**config.mk**
```make
export PLATFORM = sky130hd
export DESIGN_NAME = sfp_protect
export DESIGN_NICKNAME = d
export VERILOG_FILES = /design/src/sfp_pkg.sv /design/src/sfp_protect.sv /design/src/sfp_sync2.sv /design/src/sfp_deglitch.sv
export SDC_FILE = /design/constraint.sdc
export NUM_CORES = 1
export LEC_CHECK = 0
export BUFFER_PORTS_ARGS = -buffer_cell sky130_fd_sc_hd__buf_2
export CAP_MARGIN = 10
export CORE_MARGIN = 5
export CORE_UTILIZATION = 55
export CTS_BUF_LIST = sky130_fd_sc_hd__clkbuf_4 sky130_fd_sc_hd__clkbuf_8
export DETAILED_ROUTE_END_ITERATION = 7
export HOLD_SLACK_MARGIN = 0.12
export PLACE_DENSITY = 0.9
export SYNTH_ARGS = -nofsm -noshare
export SYNTH_HDL_FRONTEND = slang
export SYNTH_SLANG_ARGS = --single-unit
export TNS_END_PERCENT = 20
```
**constraint.sdc**
```tcl
create_clock -name clock_in -period 6.6 [get_ports clock_in]
set_input_delay 1.32 -clock clock_in [delete_from_list [all_inputs] [get_ports clock_in]]
set_output_delay 1.32 -clock clock_in [all_outputs]
set_load 0.02 [all_outputs]
```
**src/sfp_pkg.sv**
```systemverilog
package sfp_pkg;
    localparam int CLK_MHZ          = 50;
    localparam int UV_OV_DGL_NS     = 3500;
    localparam int CP_DGL_NS        = 4000;
    localparam int AUTO_RESTART_US  = 64000;
    localparam int UV_OV_DGL_CYC    = UV_OV_DGL_NS * CLK_MHZ / 1000;
    localparam int CP_DGL_CYC       = CP_DGL_NS * CLK_MHZ / 1000;
    localparam int AUTO_RESTART_CYC = AUTO_RESTART_US * CLK_MHZ;
    localparam int NUM_CH           = 5;
    localparam int NUM_FLT          = 3;
    localparam int RESTART_W        = 22;

    localparam logic [7:0] ADDR_QUICK    = 8'h00;
    localparam logic [7:0] ADDR_DEVICE   = 8'h04;
    localparam logic [7:0] ADDR_OUTCTRL  = 8'h08;
    localparam logic [7:0] ADDR_CH1      = 8'h0C;
    localparam logic [7:0] ADDR_STEP     = 8'h04;
    localparam logic [7:0] ADDR_IRQ_STAT = 8'h20;
    localparam logic [7:0] ADDR_IRQ_EN   = 8'h24;
    localparam logic [7:0] ADDR_IRQ_CLR  = 8'h28;
    localparam logic [7:0] ADDR_LIVE     = 8'h2C;

    localparam int QS_PUMP    = 0;
    localparam int QS_DSF     = 1;
    localparam int DS_LOW     = 0;
    localparam int DS_HIGH    = 1;
    localparam int DS_DSF     = 2;
    localparam int CH_ON_BIT  = 0;
    localparam int LIVE_PWRUP = 5;
    localparam int LIVE_WAIT  = 6;
    localparam int LIVE_DSF   = 7;

    // Fault vector order: pump at bit 0, high at bit 1, low at bit 2
    typedef struct packed {
        logic low;
        logic high;
        logic pump;
    } sfp_fault_s;

    typedef enum logic [1:0] {WR_IDLE = 2'b01, WR_RESP = 2'b10} sfp_wr_e;
    typedef enum logic [1:0] {RD_IDLE = 2'b01, RD_DATA = 2'b10} sfp_rd_e;

    localparam logic [1:0] RESP_OKAY   = 2'h0;
    localparam logic [1:0] RESP_SLVERR = 2'h2;
endpackage : sfp_pkg

```
**src/sfp_protect.sv**
```systemverilog
`timescale 1ns/10ps
module sfp_protect
    import sfp_pkg::*;
#(
    parameter int RESTART_CYC = AUTO_RESTART_CYC
) (
    // Clock and reset
    input  wire logic              clock_in,
    input  wire logic              rst_n_in,
    // AXI4-Lite write
    input  wire logic [7:0]        axi_awaddr_in,
    input  wire logic              axi_awvalid_in,
    output logic                   axi_awready_out,
    input  wire logic [31:0]       axi_wdata_in,
    input  wire logic [3:0]        axi_wstrb_in,
    input  wire logic              axi_wvalid_in,
    output logic                   axi_wready_out,
    output logic [1:0]             axi_bresp_out,
    output logic                   axi_bvalid_out,
    input  wire logic              axi_bready_in,
    // AXI4-Lite read
    input  wire logic [7:0]        axi_araddr_in,
    input  wire logic              axi_arvalid_in,
    output logic                   axi_arready_out,
    output logic [31:0]            axi_rdata_out,
    output logic [1:0]             axi_rresp_out,
    output logic                   axi_rvalid_out,
    input  wire logic              axi_rready_in,
    // Supply monitor pins
    input  wire logic              supply_low_raw_in,
    input  wire logic              supply_high_raw_in,
    input  wire logic              pump_bad_raw_in,
    // Mode
    input  wire logic              fail_mode_in,
    // Outputs
    output logic [NUM_CH-1:0]      power_out_en_out,
    output logic [NUM_CH-1:0]      inrush_window_start_out,
    output logic                   device_fault_summary_flag_out,
    output logic                   irq_out
);
    logic                  rst_meta;
    logic                  rst_n;
    sfp_fault_s            raw_flt;
    sfp_fault_s            sync_flt;
    logic [NUM_FLT-1:0]    flt;
    logic                  low_flt;
    logic                  high_flt;
    logic                  pump_flt;

    sfp_wr_e               wr_state;
    sfp_wr_e               next_wr_state;
    sfp_rd_e               rd_state;
    sfp_rd_e               next_rd_state;
    logic                  aw_got;
    logic                  next_aw_got;
    logic                  w_got;
    logic                  next_w_got;
    logic [7:0]            awaddr;
    logic [7:0]            next_awaddr;
    logic [31:0]           wdata;
    logic [31:0]           next_wdata;
    logic [3:0]            wstrb;
    logic [3:0]            next_wstrb;
    logic [1:0]            next_bresp;
    logic [31:0]           next_rdata;
    logic [1:0]            next_rresp;
    logic                  wr_fire;
    logic                  rd_fire;
    logic [31:0]           rd_val;

    logic [NUM_CH-1:0]     cmd_on;
    logic [NUM_CH-1:0]     next_cmd_on;
    logic [NUM_CH-1:0]     next_out_en;
    logic [NUM_CH-1:0]     next_inrush;
    logic                  supply_low_flag;
    logic                  next_supply_low_flag;
    logic                  supply_high_flag;
    logic                  next_supply_high_flag;
    logic                  pump_fault_flag;
    logic                  next_pump_fault_flag;
    logic                  powering_up;
    logic                  next_powering_up;
    logic [1:0]            sync_fill;
    logic [1:0]            next_sync_fill;
    logic                  restart_wait;
    logic                  next_restart_wait;
    logic [RESTART_W-1:0]  restart_cnt;
    logic [RESTART_W-1:0]  next_restart_cnt;
    logic [NUM_FLT-1:0]    irq_stat;
    logic [NUM_FLT-1:0]    next_irq_stat;
    logic [NUM_FLT-1:0]    irq_en;
    logic [NUM_FLT-1:0]    next_irq_en;
    logic [NUM_FLT-1:0]    irq_clr;
    logic                  on_wr_ok;
    logic                  rd_quick;
    logic                  rd_device;
    logic                  block;

    always_ff @(posedge clock_in or negedge rst_n_in) begin
        if (!rst_n_in) begin
            rst_meta <= 1'b0;
            rst_n    <= 1'b0;
        end else begin
            rst_meta <= 1'b1;
            rst_n    <= rst_meta;
        end
    end

    assign raw_flt = '{low: supply_low_raw_in, high: supply_high_raw_in,
                       pump: pump_bad_raw_in};

    sfp_sync2 #(.W(NUM_FLT)) u_sync (
        .clock_in (clock_in),
        .rst_n_in (rst_n),
        .d_in     (raw_flt),
        .q_out    (sync_flt)
    );

    generate
        for (genvar i = 0; i < NUM_FLT; i++) begin : g_dgl
            sfp_deglitch #(.CYCLES(i == 0 ? CP_DGL_CYC : UV_OV_DGL_CYC)) u_dgl (
                .clock_in (clock_in),
                .rst_n_in (rst_n),
                .raw_in   (sync_flt[i]),
                .flt_out  (flt[i])
            );
        end
    endgenerate

    assign pump_flt = flt[0];
    assign high_flt = flt[1];
    assign low_flt  = flt[2];

    // Register bus
    assign axi_awready_out = (wr_state == WR_IDLE) && !aw_got;
    assign axi_wready_out  = (wr_state == WR_IDLE) && !w_got;
    assign axi_bvalid_out  = (wr_state == WR_RESP);
    assign axi_arready_out = (rd_state == RD_IDLE);
    assign axi_rvalid_out  = (rd_state == RD_DATA);
    assign wr_fire         = (wr_state == WR_IDLE) && aw_got && w_got;
    assign rd_fire         = axi_arvalid_in && axi_arready_out;

    always_comb begin
        rd_val = '0;
        for (int i = 0; i < NUM_CH; i++) begin
            if (axi_araddr_in == ADDR_CH1 + 8'(ADDR_STEP * i)) begin
                rd_val[CH_ON_BIT] = cmd_on[i];
            end
        end
        case (axi_araddr_in)
            ADDR_QUICK: begin
                rd_val[QS_PUMP] = pump_fault_flag;
                rd_val[QS_DSF]  = device_fault_summary_flag_out;
            end
            ADDR_DEVICE: begin
                rd_val[DS_LOW]  = supply_low_flag;
                rd_val[DS_HIGH] = supply_high_flag;
                rd_val[DS_DSF]  = device_fault_summary_flag_out;
            end
            ADDR_OUTCTRL:  rd_val[NUM_CH-1:0] = cmd_on;
            ADDR_IRQ_STAT: rd_val[NUM_FLT-1:0] = irq_stat;
            ADDR_IRQ_EN:   rd_val[NUM_FLT-1:0] = irq_en;
            ADDR_LIVE: begin
                rd_val[NUM_CH-1:0] = power_out_en_out;
                rd_val[LIVE_PWRUP] = powering_up;
                rd_val[LIVE_WAIT]  = restart_wait;
                rd_val[LIVE_DSF]   = device_fault_summary_flag_out;
            end
            default: rd_val = rd_val;
        endcase
    end

    always_comb begin
        next_wr_state = wr_state;
        next_aw_got   = aw_got;
        next_w_got    = w_got;
        next_awaddr   = awaddr;
        next_wdata    = wdata;
        next_wstrb    = wstrb;
        next_bresp    = axi_bresp_out;
        next_rd_state = rd_state;
        next_rdata    = axi_rdata_out;
        next_rresp    = axi_rresp_out;
        case (wr_state)
            WR_IDLE: begin
                if (axi_awvalid_in && !aw_got) begin
                    next_aw_got = 1'b1;
                    next_awaddr = axi_awaddr_in;
                end
                if (axi_wvalid_in && !w_got) begin
                    next_w_got = 1'b1;
                    next_wdata = axi_wdata_in;
                    next_wstrb = axi_wstrb_in;
                end
                if (wr_fire) begin
                    next_aw_got   = 1'b0;
                    next_w_got    = 1'b0;
                    next_wr_state = WR_RESP;
                    next_bresp    = (awaddr <= ADDR_LIVE && awaddr[1:0] == 2'h0)
                                    ? RESP_OKAY : RESP_SLVERR;
                end
            end
            WR_RESP: begin
                if (axi_bready_in) begin
                    next_wr_state = WR_IDLE;
                end
            end
            default: next_wr_state = WR_IDLE;
        endcase
        case (rd_state)
            RD_IDLE: begin
                if (rd_fire) begin
                    next_rd_state = RD_DATA;
                    next_rdata    = rd_val;
                    next_rresp    = (axi_araddr_in <= ADDR_LIVE && axi_araddr_in[1:0] == 2'h0)
                                    ? RESP_OKAY : RESP_SLVERR;
                end
            end
            RD_DATA: begin
                if (axi_rready_in) begin
                    next_rd_state = RD_IDLE;
                end
            end
            default: next_rd_state = RD_IDLE;
        endcase
    end

    always_ff @(posedge clock_in or negedge rst_n) begin
        if (!rst_n) begin
            wr_state      <= WR_IDLE;
            rd_state      <= RD_IDLE;
            aw_got        <= 1'b0;
            w_got         <= 1'b0;
            awaddr        <= '0;
            wdata         <= '0;
            wstrb         <= '0;
            axi_bresp_out <= RESP_OKAY;
            axi_rdata_out <= '0;
            axi_rresp_out <= RESP_OKAY;
        end else begin
            wr_state      <= next_wr_state;
            rd_state      <= next_rd_state;
            aw_got        <= next_aw_got;
            w_got         <= next_w_got;
            awaddr        <= next_awaddr;
            wdata         <= next_wdata;
            wstrb         <= next_wstrb;
            axi_bresp_out <= next_bresp;
            axi_rdata_out <= next_rdata;
            axi_rresp_out <= next_rresp;
        end
    end

    // Protection and output control
    assign rd_quick  = rd_fire && axi_araddr_in == ADDR_QUICK;
    assign rd_device = rd_fire && axi_araddr_in == ADDR_DEVICE;
    assign on_wr_ok  = fail_mode_in || !low_flt;
    assign block     = low_flt || pump_flt || powering_up || restart_wait;
    assign irq_clr   = (wr_fire && awaddr == ADDR_IRQ_CLR && wstrb[0])
                       ? wdata[NUM_FLT-1:0] : '0;

    always_comb begin
        next_cmd_on = cmd_on;
        next_irq_en = irq_en;
        if (wr_fire && wstrb[0]) begin
            // Turn-on writes are refused while undervoltage stands in Normal mode
            if (awaddr == ADDR_OUTCTRL) begin
                next_cmd_on = wdata[NUM_CH-1:0] & (on_wr_ok ? {NUM_CH{1'b1}} : cmd_on);
            end
            for (int i = 0; i < NUM_CH; i++) begin
                if (awaddr == ADDR_CH1 + 8'(ADDR_STEP * i)) begin
                    next_cmd_on[i] = wdata[CH_ON_BIT] & (on_wr_ok | cmd_on[i]);
                end
            end
            if (awaddr == ADDR_IRQ_EN) begin
                next_irq_en = wdata[NUM_FLT-1:0];
            end
        end
        if (low_flt && !fail_mode_in) begin
            next_cmd_on = '0;
        end

        // Synchroniser shows its reset value for two edges after reset
        next_sync_fill   = {sync_fill[0], 1'b1};
        next_powering_up = powering_up && (sync_flt.pump || !sync_fill[1]);

        next_restart_wait = restart_wait;
        next_restart_cnt  = restart_cnt;
        if (low_flt) begin
            next_restart_wait = fail_mode_in;
            next_restart_cnt  = '0;
        end else if (restart_wait) begin
            if (restart_cnt == RESTART_W'(RESTART_CYC - 1)) begin
                next_restart_wait = 1'b0;
            end else begin
                next_restart_cnt = restart_cnt + 1'b1;
            end
        end

        next_out_en = block ? '0 : cmd_on;
        next_inrush = next_out_en & ~power_out_en_out;

        // Hardware set wins over a clearing read
        next_supply_low_flag  = low_flt | (supply_low_flag & !(rd_device && !low_flt));
        next_supply_high_flag = high_flt
                                | (supply_high_flag & !(rd_device && !high_flt));
        next_pump_fault_flag  = (pump_flt && !powering_up)
                                | (pump_fault_flag & !(rd_quick && !pump_flt));

        next_irq_stat = (irq_stat & ~irq_clr)
                        | {next_supply_low_flag & ~supply_low_flag,
                           next_supply_high_flag & ~supply_high_flag,
                           next_pump_fault_flag & ~pump_fault_flag};
    end

    always_ff @(posedge clock_in or negedge rst_n) begin
        if (!rst_n) begin
            cmd_on                  <= '0;
            power_out_en_out        <= '0;
            inrush_window_start_out <= '0;
            supply_low_flag         <= 1'b0;
            supply_high_flag        <= 1'b0;
            pump_fault_flag         <= 1'b0;
            powering_up             <= 1'b1;
            sync_fill               <= '0;
            restart_wait            <= 1'b0;
            restart_cnt             <= '0;
            irq_stat                <= '0;
            irq_en                  <= '0;
        end else begin
            cmd_on                  <= next_cmd_on;
            power_out_en_out        <= next_out_en;
            inrush_window_start_out <= next_inrush;
            supply_low_flag         <= next_supply_low_flag;
            supply_high_flag        <= next_supply_high_flag;
            pump_fault_flag         <= next_pump_fault_flag;
            powering_up             <= next_powering_up;
            sync_fill               <= next_sync_fill;
            restart_wait            <= next_restart_wait;
            restart_cnt             <= next_restart_cnt;
            irq_stat                <= next_irq_stat;
            irq_en                  <= next_irq_en;
        end
    end

    assign device_fault_summary_flag_out = supply_low_flag | supply_high_flag
                                           | pump_fault_flag;
    assign irq_out = |(irq_stat & irq_en);
endmodule : sfp_protect

```
**src/sfp_sync2.sv**
```systemverilog
`timescale 1ns/10ps
module sfp_sync2 #(
    parameter int W = 3
) (
    // Clock and reset
    input  wire logic         clock_in,
    input  wire logic         rst_n_in,
    // Data
    input  wire logic [W-1:0] d_in,
    output logic      [W-1:0] q_out
);
    logic [W-1:0] meta;

    always_ff @(posedge clock_in or negedge rst_n_in) begin
        if (!rst_n_in) begin
            meta  <= '0;
            q_out <= '0;
        end else begin
            meta  <= d_in;
            q_out <= meta;
        end
    end
endmodule : sfp_sync2

```
**src/sfp_deglitch.sv**
```systemverilog
`timescale 1ns/10ps
module sfp_deglitch #(
    parameter int CYCLES = 175
) (
    // Clock and reset
    input  wire logic clock_in,
    input  wire logic rst_n_in,
    // Filter
    input  wire logic raw_in,
    output logic      flt_out
);
    localparam int CW = $clog2(CYCLES + 1);

    logic [CW-1:0] cnt;
    logic [CW-1:0] next_cnt;
    logic          next_flt;

    // Assertion needs the level to persist; removal clears at once
    always_comb begin
        next_cnt = cnt;
        next_flt = flt_out;
        if (!raw_in) begin
            next_cnt = '0;
            next_flt = 1'b0;
        end else if (cnt == CW'(CYCLES - 1)) begin
            next_flt = 1'b1;
        end else begin
            next_cnt = cnt + 1'b1;
        end
    end

    always_ff @(posedge clock_in or negedge rst_n_in) begin
        if (!rst_n_in) begin
            cnt     <= '0;
            flt_out <= 1'b0;
        end else begin
            cnt     <= next_cnt;
            flt_out <= next_flt;
        end
    end
endmodule : sfp_deglitch

```
[Word level (Yosys, flattened, before mapping)]
Cells that the tools add are included.
Word-level totals
  flip-flop bits (word level): 117
  bits of input ports: 63
  output and inout bits: 53
  word-level logic and storage cells: 224
Cells by class
  add/subtract/negate cells: 4
  magnitude comparators: 2
  equal/unequal tests: 37
  multiplexer cells: 50
  bitwise gates (word level): 31
  reductions and logical operators: 64
Operators with widths (count)
  $mux 22: 3
  $eq 8x5->1 const B: 8
  $mux 8: 6
  $eq 8x6->1 const B: 5
  $eq 8x4->1 const B: 4
  $reduce_and 2->1: 15
  $mux 5: 5
  $add 8x1->8 const B: 3
  $eq 8x8->1 const B: 3
  $mux 1: 23
  $add 22x1->22 const B: 1
  $eq 22x22->1 const B: 1
  $logic_and 1x1->1: 20
  $le 8x6->1 const B: 2
  $reduce_bool 3->1: 5
  $ne 2x1->1 const B: 7
  $mux 2: 6
  $pmux 2 s2: 3
  $pmux 2 s6: 1
  $and 1x1->1: 11
  $logic_not 1->1: 11
  $and 5x5->5: 2
  $or 1x1->1: 10
  $eq 8x3->1 const B: 1
  other kinds (15): 32

[Longest topological paths before layout]
  depth after elaboration: 9
  mapped depth: 7
  gate-level depth less buffers: 7

[By module]
From an unflattened synthesis, not the netlist that was laid out.
Unflattened totals
  cell total of the unflattened synthesis: 548
  area, all modules: 5719.2 um2
By module, submodules not included
  sfp_protect: times used 1, cells an instance 406, area each 4174.0 um2, sequential area each 2055.7 um2
  sfp_deglitch at g_dgl[1].u_dgl ...: times used 2, cells an instance 46, area each 469.2 um2, sequential area each 225.2 um2
  sfp_deglitch at g_dgl[0].u_dgl: times used 1, cells an instance 44, area each 456.7 um2, sequential area each 225.2 um2
  sfp_sync2: times used 1, cells an instance 6, area each 150.1 um2, sequential area each 150.1 um2

[Worst setup path after synthesis]
OpenSTA, ideal clock, no wires.
  path kind: input -> register
  start point: input port axi_araddr_in[1]
  end point: register pump_fault_flag
  library setup time: 0.124 ns
  arrival time: 2.402 ns
  required time: 6.476 ns
  path slack: 4.074 ns
  stages: 4
  buffers on the path: 0
  cell sequence: or4_4 nor3_2 a31oi_1 or2_1
On the way
  cells in the longest elaborated chain, start to end: 6
Ends and longest elaborated chain
  from (decl): RTL line sfp_protect.sv:22  | input wire logic [7:0] axi_araddr_in,
  $logic_not 8->1: RTL line sfp_protect.sv:255  | assign rd_quick = rd_fire && axi_araddr_in == ADDR_QUICK;
  $logic_and 1x1->1: RTL line sfp_protect.sv:255
  $logic_and 1x1->1: RTL line sfp_protect.sv:308  | | (pump_fault_flag & !(rd_quick && !pump_flt));
  $logic_not 1->1: RTL line sfp_protect.sv:308
  $and 1x1->1: RTL line sfp_protect.sv:308
  $or 1x1->1: RTL line sfp_protect.sv:308
  net next_pump_fault_flag: RTL line sfp_protect.sv:80  | logic next_pump_fault_flag;
  to (signal assigned): RTL line sfp_protect.sv:336  | pump_fault_flag <= next_pump_fault_flag;
  to (decl): RTL line sfp_protect.sv:79  | logic pump_fault_flag;
The timed path passes the listed nets, and every way through them passes these cells.
A chain may end at the register's enable or synchronous reset.

[Worst setup path after layout]
  start point: register irq_en[2]
  end point: output port irq_out
On the way
  cells in the longest elaborated chain, start to end: 2
Ends and longest elaborated chain
  from (decl): RTL line sfp_protect.sv:91  | logic [NUM_FLT-1:0] irq_en;
  from (signal assigned): RTL line sfp_protect.sv:342  | irq_en <= next_irq_en;
  $and 3x3->3: RTL line sfp_protect.sv:348  | assign irq_out = |(irq_stat & irq_en);
  $reduce_or 3->1: RTL line sfp_protect.sv:348
  to (decl): RTL line sfp_protect.sv:39  | output logic irq_out
No other way between the ends.

==> impl_metrics.json <==
{
  "numCtsBuffers": 17,
  "cts_tree": "built",
  "start_util_pct": 56.7,
  "stdcell_area_um2": 6290,
  "tns_ns": 0,
  "grt_max_degree": 72,
  "p_leak_nw": 2.93,
  "multiInputGateArea_um2": 2470,
  "synth_async_sr_flop_share_pct": 100,
  "drt_iter0_markers": 266,
  "fin_skew_ns": 0.00891,
  "worst_setup_path_end_kind": "output pin",
  "worstHoldPathType": "reg2async",
  "grt.total_usage_pct": 19.4,
  "gp_congestion": 0.856,
  "synth_xor_xnor_area_share_pct": 4.70,
  "die_w_um": 111,
  "synth_top_family_by_area": "simple AND/OR/NAND/NOR gates",
  "rsz0062_at_grt": "false",
  "coreArea_um2": 9860,
  "cts_root_buffer": "clkbuf_8",
  "regArea_um2": 2890,
  "max_freq_ghz": 0.355,
  "power.density_nw_per_um2": 313,
  "ir_drop_uv": 239,
  "setup_violations": 0,
  "clock_latency_ns": 0.44,
  "holdWs_ns": 0.314,
  "crit_path_max_fanout": 3,
  "synth_flop_cell": "dfrtp_1",
  "clk_path_buf_depth": 2,
  "place_area_um2": 5890,
  "vias": 4077,
  "first_pass_iters": 5,
  "grt_pass1_wl_mm": 19.6,
  "die_h_um": 111,
  "ctsResizeCount": 0,
  "critPathKind": "reg2out",
  "critPathRequiredTime_ns": 5.28,
  "cap_violations": 0,
  "drive_gt1_share_pct": 21.7,
  "nNetsFinal": 664,
  "fill_cells": 757,
  "layout_min_cycle_time_ns": 2.82,
  "avgSynthCellArea_um2": 10.5,
  "io_buffers": 59,
  "yosys.area_share.adder_pct": 1.34,
  "avgRoutedWirePerCell_um": 15.2,
  "status": "finished clean",
  "drc_errors": 0,
  "worstMarginPinSlew_ns": 0.847,
  "synth_mux_area_share_pct": 5.82,
  "netlist_area_um2": 5590,
  "pin_count": 116,
  "ys_seq_elements": 115,
  "dp_slack_ns": 3.82,
  "ys_warn_count": 0,
  "cts_num_sinks": 115,
  "seq_area_frac_synth_pct": 51.5,
  "synth-edff-count": 0,
  "cp-start-kind": "flip-flop",
  "antenna_cells": 0,
  "critical_path_arrival_ns": 1.50,
  "layout_common_cells": "dfrtp_1 (111), buf_2 (59), nor2_1 (53)",
  "grt_pass1_vias": 4198,
  "synthCells": 532,
  "period_share_pct": 42.7,
  "post-dp-hpwl_mm": 8.01,
  "utilization_pct": 63.8,
  "ctsHoldBuffers": 0,
  "finalHoldViolations": 0,
  "synth_compound_area_share_pct": 8.41,
  "slew_viol_final": 0,
  "viasPerCell": 5.50,
  "antenna_found_initial": 0,
  "max-slew-margin-rel_pct": 43.5,
  "postRouteAntennaNets": 0,
  "row_count": 36,
  "fin_ws_ns": 3.78,
  "htree_levels": 4,
  "routed_wl_mm": 11.3,
  "postCtsSetupBuffers": 0,
  "synth_cell_types": 65,
  "gr-total-overflow": 0,
  "synthSimpleGateAreaFrac_pct": 22.1,
  "die_area_um2": 12300,
  "area_growth_pct": 12.5,
  "clk_pin_slew_ns": 0.07,
  "layout_commonest_cell": "dfrtp_1"
}
state kept, by name, indices dropped and copies added, names as in the netlist, 2 cells and up:
name                     cells
awaddr                       8
axi_rdata_out                8
cmd_on                       5
g_dgl.u_dgl.cnt             24
g_dgl.u_dgl.flt_out          3
inrush_window_start_out      5
irq_en                       3
irq_stat                     3
power_out_en_out             5
rd_state                     2
restart_cnt                 22
sync_fill                    2
u_sync.meta                  3
u_sync.q_out                 3
wdata                        5
wr_state                     2
per-stage QoR:
step	power, mW	std cells
3_3_place_gp	1.29	709
3_5_place_dp	1.31	709
5_1_grt	2.07	741
2_1_floorplan	1.21	558
6_report	1.97	741
4_1_cts	1.98	741
final cells by class:
class | instances | share of cell area [%]
multi-input combinational | 386 | 39.3
tap | 133 | 2.65
clock buffer | 20 | 4.18
clock inverter | 12 | 2.19
inverter | 14 | 0.835
timing repair buffer | 61 | 4.93
sequential | 115 | 45.9
report_power, final:
part,leakage (nW),switching [mW],internal [mW]
clock,0.212,0.276,0.385
sequential,1.45,0.117,0.813
combinational,1.27,0.209,0.167
total,2.93,0.602,1.36
worst max-delay path, stage by stage (launching register included):
cell,delay [ns]
dfrtp_1,0.41
a222oi_1,0.41
inv_1,0.07
buf_2,0.17
final timing paths:
check,from,endpoint,slack [ns],depth (start not counted)
max reg2reg,restart_cnt[3],restart_cnt[1],4.45,5
min,rst_n,u_sync.q_out[1],0.31,0
max,irq_en[2],irq_out,3.78,3
min reg2reg,rst_n,u_sync.q_out[1],0.31,0
min in group clock_in,u_sync.meta[1],u_sync.q_out[1],0.35,0
max in group asynchronous,rst_n,inrush_window_start_out[2],5.02,1
logic make-up (layout without fill, tap and decap cells):
kind of cell	after synthesis	after routing
AO/OA/AOI/OAI	68	68
XOR/XNOR	30	30
adder cells (fa/ha/maj)	6	6
buffers and inverters	57	107
flip-flops	115	115
multiplexers	30	30
other	2	28
AND/OR/NAND/NOR	224	224
synth_stat cells, drive strengths merged (3+ instances only):
master / instances / area share (%)
a21boi: 5 / 0.67
a21o: 4 / 0.54
a21oi: 17 / 1.6
a31oi: 3 / 0.34
and2: 21 / 2.3
and3: 8 / 0.90
buf: 34 / 4.3
clkbuf: 9 / 0.67
dfrtp: 112 / 50
dfstp: 3 / 1.4
ha: 6 / 1.3
inv: 13 / 0.87
mux2: 20 / 4.0
mux2i: 10 / 1.8
nand2: 41 / 2.8
nand2b: 3 / 0.34
nand3: 25 / 2.3
nand3b: 3 / 0.40
nand4: 13 / 1.5
nor2: 53 / 3.6
nor2b: 13 / 1.5
nor3: 9 / 0.98
nor4: 9 / 1.6
nor4b: 6 / 1.1
o211ai: 5 / 0.67
o21ai: 13 / 1.4
o31ai: 3 / 0.40
or2: 3 / 0.34
or3: 4 / 0.63
or4: 5 / 0.74
xnor2: 14 / 2.2
xor2: 16 / 2.5
routing by layer:
metal / vias to the layer above / GRT usage, % / routed length [um]
met3: 28 / 5.02 / 555
met2: 118 / 32.5 / 5650
met4: 0 / 8.95 / 276
li1: 1931 / - / -
met1: 2000 / 23.6 / 4810
met5: - / 0 / 0
(Power assumes the default switching activity.)
